### src/shared/wdwk_pkg.sv
package wdwk_pkg;

  // ==========================================================================
  // Register map of the byte-wide port
  // ==========================================================================
  localparam int          ADDR_W      = 5;
  localparam logic [4:0]  OFS_MONTH   = 5'h05;
  localparam logic [4:0]  OFS_WD_LO   = 5'h0c;
  localparam logic [4:0]  OFS_WD_HI   = 5'h0d;
  localparam logic [4:0]  OFS_CTRL_A  = 5'h0e;
  localparam logic [4:0]  OFS_CTRL_B  = 5'h0f;

  // Second control register fields.
  localparam int B_ADV   = 7;
  localparam int B_XTAL  = 6;
  localparam int B_BURST = 5;
  localparam int B_TPE   = 4;
  localparam int B_TIE   = 3;
  localparam int B_KIE   = 2;
  localparam int B_WDE   = 1;
  localparam int B_WDS   = 0;

  // First control (flag) register fields.
  localparam int A_PAB   = 4;
  localparam int A_TDF   = 3;
  localparam int A_KSF   = 2;
  localparam int A_WDF   = 1;
  localparam int A_INTERRUPT_PENDING_FLAG  = 0;

  // Oscillator stop bit in the month register.
  localparam int M_OSC   = 7;

  // ==========================================================================
  // Reset values
  // ==========================================================================
  localparam logic [7:0]  CTRL_B_RST  = 8'h00;
  localparam logic [7:0]  WD_RST      = 8'h00;
  localparam logic [15:0] BCD_ZERO    = 16'h0000;
  localparam logic [15:0] BCD_ONE     = 16'h0001;

  // ==========================================================================
  // Timing
  // ==========================================================================
  localparam longint CLK_HZ              = 50000000;
  localparam longint TICK_HZ             = 100;
  localparam int     TICK_CYCLES         = int'(CLK_HZ / TICK_HZ);
  localparam int     TICKS_PER_SEC       = 100;
  localparam longint RESET_PULSE_TIME_US = 200;
  localparam int     RESET_PULSE_CYCLES  = int'((RESET_PULSE_TIME_US * CLK_HZ) / 1000000);
  localparam longint KEY_PULSE_MIN_NS    = 100;
  localparam int     KEY_PULSE_CYCLES    =
    int'((KEY_PULSE_MIN_NS * CLK_HZ + 999999999) / 1000000000);

endpackage

### src/wdwk_bcd_timer.sv
`timescale 1ns/1ps
`default_nettype none

module wdwk_bcd_timer (
  // Clock and reset
  input  wire logic        clk,
  input  wire logic        reset_n,
  // Control
  input  wire logic        tick,
  input  wire logic        reload,
  input  wire logic [15:0] period,
  // Event
  output logic             timeout
);

  typedef struct packed {
    logic [15:0] cnt;
    logic        timeout;
  } wdwk_tmr_t;

  wdwk_tmr_t s;
  wdwk_tmr_t next_s;

  function automatic logic [15:0] bcd_dec(input logic [15:0] v);
    logic [15:0] r;
    logic        borrow;
    r      = v;
    borrow = 1'b1;
    for (int i = 0; i < 4; i++) begin
      if (borrow) begin
        if (r[i*4 +: 4] == 4'h0) begin
          r[i*4 +: 4] = 4'h9;
        end else begin
          r[i*4 +: 4] = r[i*4 +: 4] - 4'h1;
          borrow      = 1'b0;
        end
      end
    end
    return r;
  endfunction

  // ==========================================================================
  // Down-counter
  // ==========================================================================
  always_comb begin
    next_s         = s;
    next_s.timeout = 1'b0;
    if (reload) begin
      next_s.cnt = period;
    end else if (tick && period != wdwk_pkg::BCD_ZERO) begin
      // A count of one (or zero) on a tick of a live period is treated as expiry, so a period of N expires on the Nth tick.
      if (s.cnt <= wdwk_pkg::BCD_ONE) begin
        next_s.timeout = 1'b1;
        next_s.cnt     = period;
      end else begin
        next_s.cnt = bcd_dec(s.cnt);
      end
    end
  end

  always_ff @(posedge clk or negedge reset_n) begin
    if (!reset_n) begin
      s <= '0;
    end else begin
      s <= next_s;
    end
  end

  assign timeout = s.timeout;

  chk_zero_quiet: assert property (@(posedge clk) disable iff (!reset_n)
    (period == 16'h0000) |=> !timeout)
    else $error("timeout with a zero period");

  chk_reload_restart: assert property (@(posedge clk) disable iff (!reset_n)
    (reload && period > 16'h0001) |=> !timeout ##1 !timeout)
    else $error("timeout right after a reload");

endmodule

`default_nettype wire

### src/wdwk_top.sv
`timescale 1ns/1ps
`default_nettype none

//
// Contract
// - Clock advances per second only when enabled
// - Advance enable bit changed only by software
// - Crystal select bit chooses oscillator load
// - Burst bit enables extended RAM autoincrement
// - Alarm with power enable requests power
// - Alarm sets interrupt only with enable
// - Kickstart while unpowered requests power, later interrupt
// - Enabled kickstart flag drives interrupt and power
// - Power-on reset clears watchdog enable, steering
// - Steering picks interrupt or reset pulse
// - Period is four BCD digits, 10ms steps
// - Every timeout reloads and sets watchdog flag
// - Period register write reloads the counter
// - Repetitive mode interrupts; flag read clears it
// - Single-shot pulses reset and clears enable
// - Both period registers zero disables timer
// - Alarm wakeup only with advance on, oscillator running
// - Alarm match wakes system regardless interrupt enable
// - Long enough kickstart low sets flag; power only with kickstart enable
// - Oscillator stop bit halts the oscillator
// - Interrupt flag is OR of enabled events; the watchdog flag only counts in repetitive mode, not single-shot
// - Power-active bit cleared by wake events
module wdwk_top #(
  parameter int TICK_CYCLES        = wdwk_pkg::TICK_CYCLES,
  parameter int RESET_PULSE_CYCLES = wdwk_pkg::RESET_PULSE_CYCLES
) (
  // Clock and reset
  input  wire logic                        clk,
  input  wire logic                        reset_n,
  // Byte-wide register port
  input  wire logic [wdwk_pkg::ADDR_W-1:0] addr,
  input  wire logic                        cs_n,
  input  wire logic                        oe_n,
  input  wire logic                        we_n,
  input  wire logic [7:0]                  data_in,
  output logic      [7:0]                  data_out,
  output logic                             data_oe,
  // Supplies and wake inputs
  input  wire logic                        main_supply,
  input  wire logic                        aux_battery,
  input  wire logic                        key_wake_pin_n,
  input  wire logic                        alarm_match,
  // Open-drain pins, driven low while enabled; reset_out_n is driven both high and low
  output logic                             power_on_request_n,
  output logic                             power_on_request_oe,
  output logic                             irq_n,
  output logic                             irq_oe,
  output logic                             reset_out_n,
  // Control towards the rest of the clock
  output logic                             second_pulse,
  output logic                             osc_run,
  output logic                             crystal_load_sel,
  output logic                             ram_autoinc_en
);

  localparam int TICK_W = $clog2(TICK_CYCLES + 1);
  localparam int RST_W  = $clog2(RESET_PULSE_CYCLES + 1);
  localparam int KEY_W  = $clog2(wdwk_pkg::KEY_PULSE_CYCLES + 1);
  localparam int SEC_W  = $clog2(wdwk_pkg::TICKS_PER_SEC + 1);

  localparam logic [TICK_W-1:0] TICK_LAST = TICK_W'(TICK_CYCLES - 1);
  localparam logic [RST_W-1:0]  RST_LOAD  = RST_W'(RESET_PULSE_CYCLES);
  localparam logic [KEY_W-1:0]  KEY_LAST  = KEY_W'(wdwk_pkg::KEY_PULSE_CYCLES - 1);
  localparam logic [KEY_W-1:0]  KEY_SAT   = KEY_W'(wdwk_pkg::KEY_PULSE_CYCLES);
  localparam logic [SEC_W-1:0]  SEC_LAST  = SEC_W'(wdwk_pkg::TICKS_PER_SEC - 1);

  typedef struct packed {
    logic [7:0]        wd_lo;
    logic [7:0]        wd_hi;
    logic [7:0]        ctrl_b;
    logic              osc_stop;
    logic              power_active_bar;
    logic              alarm_match_flag;
    logic              key_wake_flag;
    logic              dog_timeout_flag;
    logic              wr_prev;
    logic              rd_a;
    logic [TICK_W-1:0] presc;
    logic [SEC_W-1:0]  centi;
    logic [KEY_W-1:0]  key_cnt;
    logic [RST_W-1:0]  rst_cnt;
    logic [7:0]        rdata;
    logic              rdata_oe;
    logic              irq_oe;
    logic              pwr_oe;
    logic              rst_out_n;
    logic              second_pulse;
    logic              reload;
  } wdwk_state_t;

  wdwk_state_t s;
  wdwk_state_t next_s;

  logic       dog_timeout;
  logic       tick;
  logic       wr_now;
  logic       wr_take;
  logic       rd_a_now;
  logic       rd_now;
  logic       interrupt_pending_flag;
  logic       dog_enable;
  logic       dog_steer;
  logic [7:0] ctrl_a;

  // ==========================================================================
  // Decode
  // ==========================================================================
  // Writes are taken once, in the first cycle of a write strobe, so a long
  // strobe cannot reload the watchdog over and over.
  assign wr_now     = !cs_n && !we_n;
  assign wr_take    = wr_now && !s.wr_prev;
  assign rd_now     = !cs_n && !oe_n && we_n;
  assign rd_a_now   = rd_now && addr == wdwk_pkg::OFS_CTRL_A;
  assign dog_enable = s.ctrl_b[wdwk_pkg::B_WDE];
  assign dog_steer  = s.ctrl_b[wdwk_pkg::B_WDS];
  assign tick       = !s.osc_stop && s.presc == TICK_LAST;

  // In single-shot mode the watchdog timeout pulses the reset pin low instead of
  // the interrupt, so it stays off the interrupt sum there.
  assign interrupt_pending_flag = (s.alarm_match_flag && s.ctrl_b[wdwk_pkg::B_TIE])
             || (s.key_wake_flag && s.ctrl_b[wdwk_pkg::B_KIE])
             || (s.dog_timeout_flag && dog_enable && !dog_steer);

  always_comb begin
    ctrl_a                  = 8'h00;
    ctrl_a[wdwk_pkg::A_PAB]  = s.power_active_bar;
    ctrl_a[wdwk_pkg::A_TDF]  = s.alarm_match_flag;
    ctrl_a[wdwk_pkg::A_KSF]  = s.key_wake_flag;
    ctrl_a[wdwk_pkg::A_WDF]  = s.dog_timeout_flag;
    ctrl_a[wdwk_pkg::A_INTERRUPT_PENDING_FLAG] = interrupt_pending_flag;
  end

  // ==========================================================================
  // Watchdog counter
  // ==========================================================================
  wdwk_bcd_timer u_timer (
    .clk     (clk),
    .reset_n (reset_n),
    .tick    (tick),
    .reload  (s.reload),
    .period  ({s.wd_hi, s.wd_lo}),
    .timeout (dog_timeout)
  );

  // ==========================================================================
  // Next state
  // ==========================================================================
  always_comb begin
    next_s              = s;
    next_s.wr_prev      = wr_now;
    next_s.rd_a         = rd_a_now;
    next_s.reload       = 1'b0;
    next_s.second_pulse = 1'b0;

    // Timebase: the prescaler stands still while the oscillator is stopped.
    if (!s.osc_stop) begin
      next_s.presc = (s.presc == TICK_LAST) ? '0 : s.presc + 1'b1;
    end
    if (tick) begin
      next_s.centi = (s.centi == SEC_LAST) ? '0 : s.centi + 1'b1;
      if (s.centi == SEC_LAST && s.ctrl_b[wdwk_pkg::B_ADV]) begin
        next_s.second_pulse = 1'b1;
      end
    end

    // Read data is registered from the address of the current access.
    next_s.rdata_oe = rd_now;
    case (addr)
      wdwk_pkg::OFS_MONTH:  next_s.rdata = {s.osc_stop, 7'h00};
      wdwk_pkg::OFS_WD_LO:  next_s.rdata = s.wd_lo;
      wdwk_pkg::OFS_WD_HI:  next_s.rdata = s.wd_hi;
      wdwk_pkg::OFS_CTRL_A: next_s.rdata = ctrl_a;
      wdwk_pkg::OFS_CTRL_B: next_s.rdata = s.ctrl_b;
      default:              next_s.rdata = 8'h00;
    endcase

    // Flags clear when a read of the flag register ends.
    if (s.rd_a && !rd_a_now) begin
      next_s.alarm_match_flag = 1'b0;
      next_s.key_wake_flag = 1'b0;
      next_s.dog_timeout_flag = 1'b0;
    end

    if (wr_take) begin
      case (addr)
        wdwk_pkg::OFS_MONTH: begin
          next_s.osc_stop = data_in[wdwk_pkg::M_OSC];
        end
        wdwk_pkg::OFS_WD_LO: begin
          next_s.wd_lo  = data_in;
          next_s.reload = 1'b1;
        end
        wdwk_pkg::OFS_WD_HI: begin
          next_s.wd_hi  = data_in;
          next_s.reload = 1'b1;
        end
        wdwk_pkg::OFS_CTRL_A: begin
          next_s.power_active_bar = data_in[wdwk_pkg::A_PAB];
          next_s.key_wake_flag = data_in[wdwk_pkg::A_KSF];
          if (!data_in[wdwk_pkg::A_TDF]) begin
            next_s.alarm_match_flag = 1'b0;
          end
          if (!data_in[wdwk_pkg::A_WDF]) begin
            next_s.dog_timeout_flag = 1'b0;
          end
        end
        wdwk_pkg::OFS_CTRL_B: begin
          // Only this write path touches the advance enable bit.
          next_s.ctrl_b = data_in;
        end
        default: begin
        end
      endcase
    end

    // Kickstart: the pin is watched while the aux battery holds the part and
    // main supply is away; a low of the minimum width sets the flag once.
    if (key_wake_pin_n || main_supply || !aux_battery) begin
      next_s.key_cnt = '0;
    end else if (s.key_cnt != KEY_SAT) begin
      next_s.key_cnt = s.key_cnt + 1'b1;
      if (s.key_cnt == KEY_LAST) begin
        next_s.key_wake_flag = 1'b1;
      end
    end

    // Alarm match counts only while the clock advances and the oscillator
    // runs, and sets the flag whatever the interrupt enable holds.
    if (alarm_match && s.ctrl_b[wdwk_pkg::B_ADV] && !s.osc_stop) begin
      next_s.alarm_match_flag = 1'b1;
    end

    // Each timeout flags, whatever the enable holds; the set wins over any
    // clear in the same cycle.
    if (dog_timeout) begin
      next_s.dog_timeout_flag = 1'b1;
      if (dog_enable && dog_steer) begin
        next_s.rst_cnt      = RST_LOAD;
        next_s.ctrl_b[wdwk_pkg::B_WDE] = 1'b0;
      end
    end
    if (s.rst_cnt != '0) begin
      next_s.rst_cnt = s.rst_cnt - 1'b1;
    end
    next_s.rst_out_n = (next_s.rst_cnt == '0);

    // Wake events pull the power request active.
    if ((s.alarm_match_flag && s.ctrl_b[wdwk_pkg::B_TPE])
        || (s.key_wake_flag && s.ctrl_b[wdwk_pkg::B_KIE])) begin
      next_s.power_active_bar = 1'b0;
    end

    next_s.pwr_oe = !s.power_active_bar;
    // The interrupt pin stays released until main supply is up.
    next_s.irq_oe = interrupt_pending_flag && main_supply;
  end

  // ==========================================================================
  // State register
  // ==========================================================================
  // Period registers and the remaining control bits have no defined power-up
  // value; they come up at zero, which leaves the watchdog idle.
  always_ff @(posedge clk or negedge reset_n) begin
    if (!reset_n) begin
      s           <= '0;
      s.wd_lo     <= wdwk_pkg::WD_RST;
      s.wd_hi     <= wdwk_pkg::WD_RST;
      s.ctrl_b    <= wdwk_pkg::CTRL_B_RST;
      s.rst_out_n <= 1'b1;
    end else begin
      s <= next_s;
    end
  end

  // ==========================================================================
  // Outputs
  // ==========================================================================
  assign data_out            = s.rdata;
  assign data_oe             = s.rdata_oe;
  assign power_on_request_n  = 1'b0;
  assign power_on_request_oe = s.pwr_oe;
  assign irq_n               = 1'b0;
  assign irq_oe              = s.irq_oe;
  assign reset_out_n         = s.rst_out_n;
  assign second_pulse        = s.second_pulse;
  assign osc_run             = !s.osc_stop;
  assign crystal_load_sel    = s.ctrl_b[wdwk_pkg::B_XTAL];
  assign ram_autoinc_en      = s.ctrl_b[wdwk_pkg::B_BURST];

  // ==========================================================================
  // Checks
  // ==========================================================================
  chk_advance_gate: assert property (@(posedge clk) disable iff (!reset_n)
    !s.ctrl_b[wdwk_pkg::B_ADV] |=> !second_pulse)
    else $error("second pulse while advance disabled");

  chk_irq_follows: assert property (@(posedge clk) disable iff (!reset_n)
    (interrupt_pending_flag && main_supply) |=> irq_oe)
    else $error("interrupt pin not driven for pending flag");

  chk_irq_gated: assert property (@(posedge clk) disable iff (!reset_n)
    (!s.ctrl_b[wdwk_pkg::B_TIE] && !s.ctrl_b[wdwk_pkg::B_KIE]
     && !dog_enable) |=> !irq_oe)
    else $error("interrupt with every source disabled");

  chk_pwr_drive: assert property (@(posedge clk) disable iff (!reset_n)
    (s.alarm_match_flag && s.ctrl_b[wdwk_pkg::B_TPE]) |=> ##1 power_on_request_oe)
    else $error("alarm wake did not request power");

  chk_single_shot: assert property (@(posedge clk) disable iff (!reset_n)
    (dog_timeout && dog_enable && dog_steer)
      |=> (!reset_out_n && !s.ctrl_b[wdwk_pkg::B_WDE]))
    else $error("single-shot timeout without reset pulse");

  chk_flag_wins: assert property (@(posedge clk) disable iff (!reset_n)
    dog_timeout |=> s.dog_timeout_flag)
    else $error("watchdog flag lost on timeout");

endmodule

`default_nettype wire

### config.mk
export PLATFORM = sky130hd
export DESIGN_NAME = wdwk_top
export DESIGN_NICKNAME = d
export VERILOG_FILES = /design/src/shared/wdwk_pkg.sv /design/src/wdwk_bcd_timer.sv /design/src/wdwk_top.sv
export SDC_FILE = /design/constraint.sdc
export NUM_CORES = 1
export LEC_CHECK = 0
export ABC_CLOCK_PERIOD_IN_PS = 6250
export BUFFER_PORTS_ARGS = -buffer_cell sky130_fd_sc_hd__clkbuf_2
export CORE_MARGIN = 2
export CORE_UTILIZATION = 60
export CTS_CLUSTER_DIAMETER = 120
export CTS_CLUSTER_SIZE = 10
export DETAILED_ROUTE_END_ITERATION = 6
export PLACE_DENSITY = 0.92
export SYNTH_ARGS = -nofsm -noshare
export SYNTH_HDL_FRONTEND = slang
export SYNTH_HIERARCHICAL = 1
export SYNTH_SLANG_ARGS = --single-unit
### constraint.sdc
create_clock -name clk -period 6.25 [get_ports clk]
set_clock_uncertainty 0.05 [all_clocks]
set_input_delay 0.3125 -clock clk [delete_from_list [all_inputs] [get_ports clk]]
set_output_delay 0.3125 -clock clk [all_outputs]
set_load 0.05 [all_outputs]
# Yosys cells after proc, flatten, opt, wreduce, memory -nomap -nowiden
# Index checks and enable logic that the tools add are counted.
# Widths: inputs -> output; s select.
[op_classes] magnitude_cmp=1 eq_ne=9 n_reduce_logical=55 muxes=53 addsub=8
[ops] operator="$mux 14" count=3
[ops] operator="$pmux 8 s5" count=1
[ops] operator="$mux 16" count=2
[ops] operator="$mux 4" count=8
[ops] operator="$mux 1" count=31
[ops] operator="$eq 5x4->1 const B" count=4
[ops] operator="$add 19x1->19 const B" count=1
[ops] operator="$eq 19x19->1 const B" count=1
[ops] operator="$mux 19" count=1
[ops] operator="$logic_and 1x1->1" count=18
[ops] operator="$mux 17" count=1
[ops] operator="$le 16x1->1 const B" count=1
[ops] operator="$logic_not 4->1" count=4
[ops] operator="$reduce_and 2->1" count=8
[ops] operator="$reduce_bool 16->1" count=1
[ops] operator="$sub 4x1->4 const B" count=4
[ops] operator="$logic_not 14->1" count=1
[ops] operator="$mux 7" count=2
[ops] operator="$reduce_bool 14->1" count=1
[ops] operator="$sub 14x1->14 const B" count=1
[ops] operator="$logic_not 1->1" count=9
[ops] operator="$mux 3" count=3
[ops] operator="$reduce_bool 3->1" count=3
[ops] operator="$reduce_bool 2->1" count=4
[ops] operator="9 further kinds" count=13
[word_totals] register_bits=105 wordCells=153 inputBits=22

# Logic depth before layout (Yosys ltp)
[depth] ltp_word=17 mapped_depth=10 ltp_nobuf=8

# Cells and area by module
# The synthesis kept the hierarchy.
[by_module_without_submodules] mod="wdwk_top" n_inst=1 seq_area_each_um2=2203.4 cells_each=378 area_each_um2=4190.3
[by_module_without_submodules] mod="wdwk_bcd_timer" n_inst=1 seq_area_each_um2=425.4 cells_each=129 area_each_um2=1137.3

# Least setup slack after synthesis
# No wires, ideal clock.
[synth_path] path_type="register -> register" startpoint="register s[38] (netlist bit)" endpoint="register u_timer/s[4] (netlist bit)" stages_incl_launch_ff=10 t_arrival_ns=2.848 setup_ns=0.121 period_less_slack_ns=3.019 t_required_ns=6.079 setup_slack_ns=3.231 cell_sequence="dfrtp_1 -> ha_1 -> nand4b_1 -> nor4_1 -> clkbuf_1 -> clkbuf_1 -> o41ai_4 -> or3_1 -> o21a_1 -> o22a_1"
[synth_between] elab_chain_len=4
[synth_rtl] item="start: declaration" line_no="wdwk_top.sv:96" text="wdwk_state_t s;"
[synth_rtl] item="start signal: assignment" line_no="wdwk_top.sv:276" text="s <= next_s;"
[synth_rtl] item="$eq 19x19->1" line_no="wdwk_top.sv:121" text="assign tick = !s.osc_stop && s.presc == TICK_LAST;"
[synth_rtl] item="$logic_and 1x1->1" line_no="wdwk_top.sv:121"
[synth_rtl] item="net tick" line_no="wdwk_top.sv:100" text="logic tick;"
[synth_rtl] item="$logic_and 1x1->1" line_no="wdwk_bcd_timer.sv:50" text="end else if (tick && period != wdwk_pkg::BCD_ZERO) begin"
[synth_rtl] item="$reduce_bool 2->1 (no line)"
[synth_rtl] item="end signal: assignment" line_no="wdwk_bcd_timer.sv:65" text="s <= next_s;"
[synth_rtl] item="end: declaration" line_no="wdwk_bcd_timer.sv:21" text="wdwk_tmr_t s;"
# The timed path passes the listed nets, and every way through them passes these cells.
# A chain may end at the register's enable or synchronous reset.

==> metrics.md <==
| Metric | Value |
|---|---|
| Req. time, crit path | 6500 ps |
| Detailed Route WL | 12100 um |
| Hold Path Sink | data_oe$_DFF_PN0_ |
| Largest net degree at the start of global routing | 55 |
| Clock-pin slew on the worst setup and hold paths | approximately 100 ps |
| Startpoint Class | flop |
| Dominant cell type by area after synthesis | dfrtp_1 |
| Final setup viols | 0 |
| Ports | 40 |
| CTS Root Cell | clkbuf_8 |
| Final Non-Filler Cells | 645 |
| IO buf count | 37 |
| Longest Clk Path Bufs | 2 |
| CP Max Fanout | 11 |
| Hold Path Class | primary input to flop |
| Fillers | 663 |
| R2R Setup Slk | ~3200 ps |
| Vias per std cell | 6.37 |
| Die W | 98.2 um |
| Primary FF master, synth | dfrtp_1 |
| Post-CTS Setup Inserts | 0 |
| Worst slew margin | 40.6% |
| Sequential area share after synthesis | 49.3% |
| Sink Count | 105 |
| Initial antenna violation count | 0 |
| GPL Wtd Cong | 0.894 |
| TritonCTS buffer count | 9 |
| Diodes inserted | 0 |
| Hold Startpoint | oe_n |
| Antenna Nets Post-Route | 0 |
| RSZ-0062 raised after global routing | false |
| Die area | just under 0.01 mm^2 |
| Placed Cells | about 630 |
| Detailed placement HPWL | 8620 um |
| Synth area leaders | dfrtp_1 (49%), mux2_2 (5.3%), nor2_1 (3.4%) |
| Die H | 98.2 um |
| Fin. Hold Viols | 0 |
| P_int | around 1.0 mW |
| Mapped Area | 0.00533 mm^2 |
| Routed length per instance | 18.8 um |
| Post-Synthesis Cells | 507 |
| Initial drt markers | about 210 |
| Pre-antenna DRT Iters | 4 |
| CTS H-Tree Depth | 3 |
| FF+latch count, synth | ~110 |
| Worst Tran Pin Value | 888 ps |
| Area delta synth->final | 7.54% |
| Overflow after GRT | 0 |
| WS Path Type | flop to flop |
| Sw frac | about 30% |
| Hold path cells | 2 |
| Reg-to-Reg End | reset_out_n$_DFF_PN1_ |
| MaxCap Viol Count | 0 |
| Residual DRC | 0 |
| FP Rows | 34 |
| Clk_lat worst skew | 380 ps |
| Post-synth EDFFs | 0 |
| WP data arrival | approximately 3300 ps |
| CTS tree | done |
| Area share of the largest cell type after synthesis | around half |
| PwrDens | about 250 mW/mm^2 |
| Layout cells sized above 1 | a little under a fifth |
| Worst Reg-to-Reg Cells | 8 |
| Setup TNS | 0 ps |
| Fin crit share | 48.8% |
| Number of global-route vias before repair | 4205 |
| Reg2reg start | s[14]$_DFF_PN0_ |
| Final worst slack | 3200 ps |
| CTS resizes | 0 |
| Clock Power Share | a little under a third |
| Min Clock Period, post-route | 3050 ps |
| Critical Path End Type | flop |
| Async set or reset register ratio after synthesis | 100% |
| First-pass GRT wire length | just over 20000 um |
| Max-slew violation count | 0 |
| Netlist cell types | 71 |
| Area of the core | 0.00868 mm^2 |
| Pleak | roughly 2.7 nW |
| Max VDD drop | 0.188 mV |
| Post-Place Setup Slack | 3210 ps |
| Sequential Power Share | 55.2% |
| Via Count | 4107 |
| Comb pwr share | 14.5% |
| Sw power | 437 uW |
| Cts hold-fix bufs | 1 |
| Mean post-synth cell area | approximately 11 um^2 |
| Final-stage net count | 560 |
| Initial Util | roughly three fifths |
| Status | completed |
| GR Util All Layers | 26.3% |
| Ys Warns | 6 |
| Fmax | approximately 330 MHz |
-- worst max-delay path: stages (launching register included) --
cell and delay, ps:
dfrtp_1 440, inv_1 90, ha_1 180, or3b_2 590
nor4_4 600, a22oi_1 180, o31a_1 140, or4_1 550
nor4_2 140
-- power by group through the flow --
| stage | registers, mW | logic, mW | clock network (mW) |
|---|---|---|---|
| 3_5_place_dp | 0.807 | 0.206 | 0 |
| 5_1_grt | 0.804 | 0.229 | 0.471 |
| 6_report | 0.798 | 0.209 | 0.438 |
| 2_1_floorplan | 0.797 | 0.141 | 0 |
| 3_3_place_gp | 0.802 | 0.192 | 0 |
| 4_1_cts | 0.795 | 0.211 | 0.446 |
-- cells in the final DEF (no fill, tap or decap), types with 12 or more instances in the layout --
master,Yosys,final
a21oi_1,15,15
clkbuf_2,1,36
dfrtp_1,104,104
inv_1,18,18
mux2_2,25,25
nand2_1,38,38
nand3_1,22,22
nor2_1,48,48
nor3_1,18,18
o21ai_0,23,23
xnor2_1,12,12
xor2_1,12,12
-- worst max-delay path by stage --
stage,startpoint,to,slack (ps),cells past startpoint
2_1_floorplan,s[38]$_DFFE_PN0N_,u_timer/s[4]$_DFFE_PN0P_,3230,9
3_3_place_gp,s[14]$_DFF_PN0_,reset_out_n$_DFF_PN1_,3370,8
3_5_place_dp,s[14]$_DFF_PN0_,reset_out_n$_DFF_PN1_,3210,8
4_1_cts,s[14]$_DFF_PN0_,reset_out_n$_DFF_PN1_,3190,8
5_1_grt,s[14]$_DFF_PN0_,reset_out_n$_DFF_PN1_,2990,8
6_report,s[14]$_DFF_PN0_,reset_out_n$_DFF_PN1_,3200,8
-- layer usage --
metal	global-route usage (%)	part of all wire [%]	vias to the layer above	wire length [um]
li1	-	-	1882	-
met1	33.4	42	2026	5060
met2	43.2	49	154	5990
met3	5.65	5.2	45	635
met4	12.8	3.6	0	437
met5	0	0	-	0
-- cell type report --
cell class                 instances  area [um^2]  area share [%]
clock inverter                     6         72.6            1.27
clock buffer                      10          128            2.23
inverter                          18         67.6            1.18
sequential                       105         2630            45.9
multi-input combinational        358         2480            43.4
tap                              108          135            2.36
timing repair buffer              40          213            3.71
-- cells by family (layout without fill, tap and decap cells) --
group	count (synthesis)	after routing	synth area share, %
and+or+nand+nor	198	198	20.0
other	1	2	0.0704
DFF	105	105	49.3
AOI/OAI and AO/OA	87	87	11.6
xor gates and xnor gates	24	24	3.95
buffers and inverters	45	74	4.20
adders and majority gates	6	6	1.41
muxes	41	41	9.46
-- flip-flops by register name, indices dropped and copies added, names as in the netlist --
name,count
s,67
ctrl_a,4
data_oe,1
dog_steer,1
power_on_request_oe,1
u_timer/timeout,1
reset_out_n,1
ram_autoinc_en,1
irq_oe,1
dog_enable,1
second_pulse,1
data_out,8
u_timer/s,16
crystal_load_sel,1
-- cell usage after synthesis, drive strengths merged (5+ instances only) --
| master | number |
|---|---|
| nand2b | 5 |
| nand4 | 6 |
| inv | 18 |
| mux4 | 5 |
| mux2i | 11 |
| nor2b | 7 |
| ha | 6 |
| a21o | 5 |
| nor4 | 8 |
| xor2 | 12 |
| nor2 | 48 |
| nor3 | 19 |
| xnor2 | 12 |
| dfrtp | 104 |
| or4 | 13 |
| a31oi | 7 |
| nand3 | 22 |
| or3 | 6 |
| mux2 | 25 |
| o21ai | 23 |
| and4 | 5 |
| clkbuf | 14 |
| nand2 | 38 |
| and3 | 9 |
| a21oi | 15 |
| buf | 13 |
-- metrics by stage --
stage	util, %	hold slack, ps	area (um^2)	power (mW)
floorplan	-	-33.1	5330	0.937
global placement	63.6	323	5520	0.994
detailed placement	63.6	326	5520	1.01
CTS	66.0	35.2	5730	1.45
global route	66.0	43.0	5730	1.50
finish	66.0	44.6	5730	1.45
Note: power is estimated with default switching activity, not from simulation.
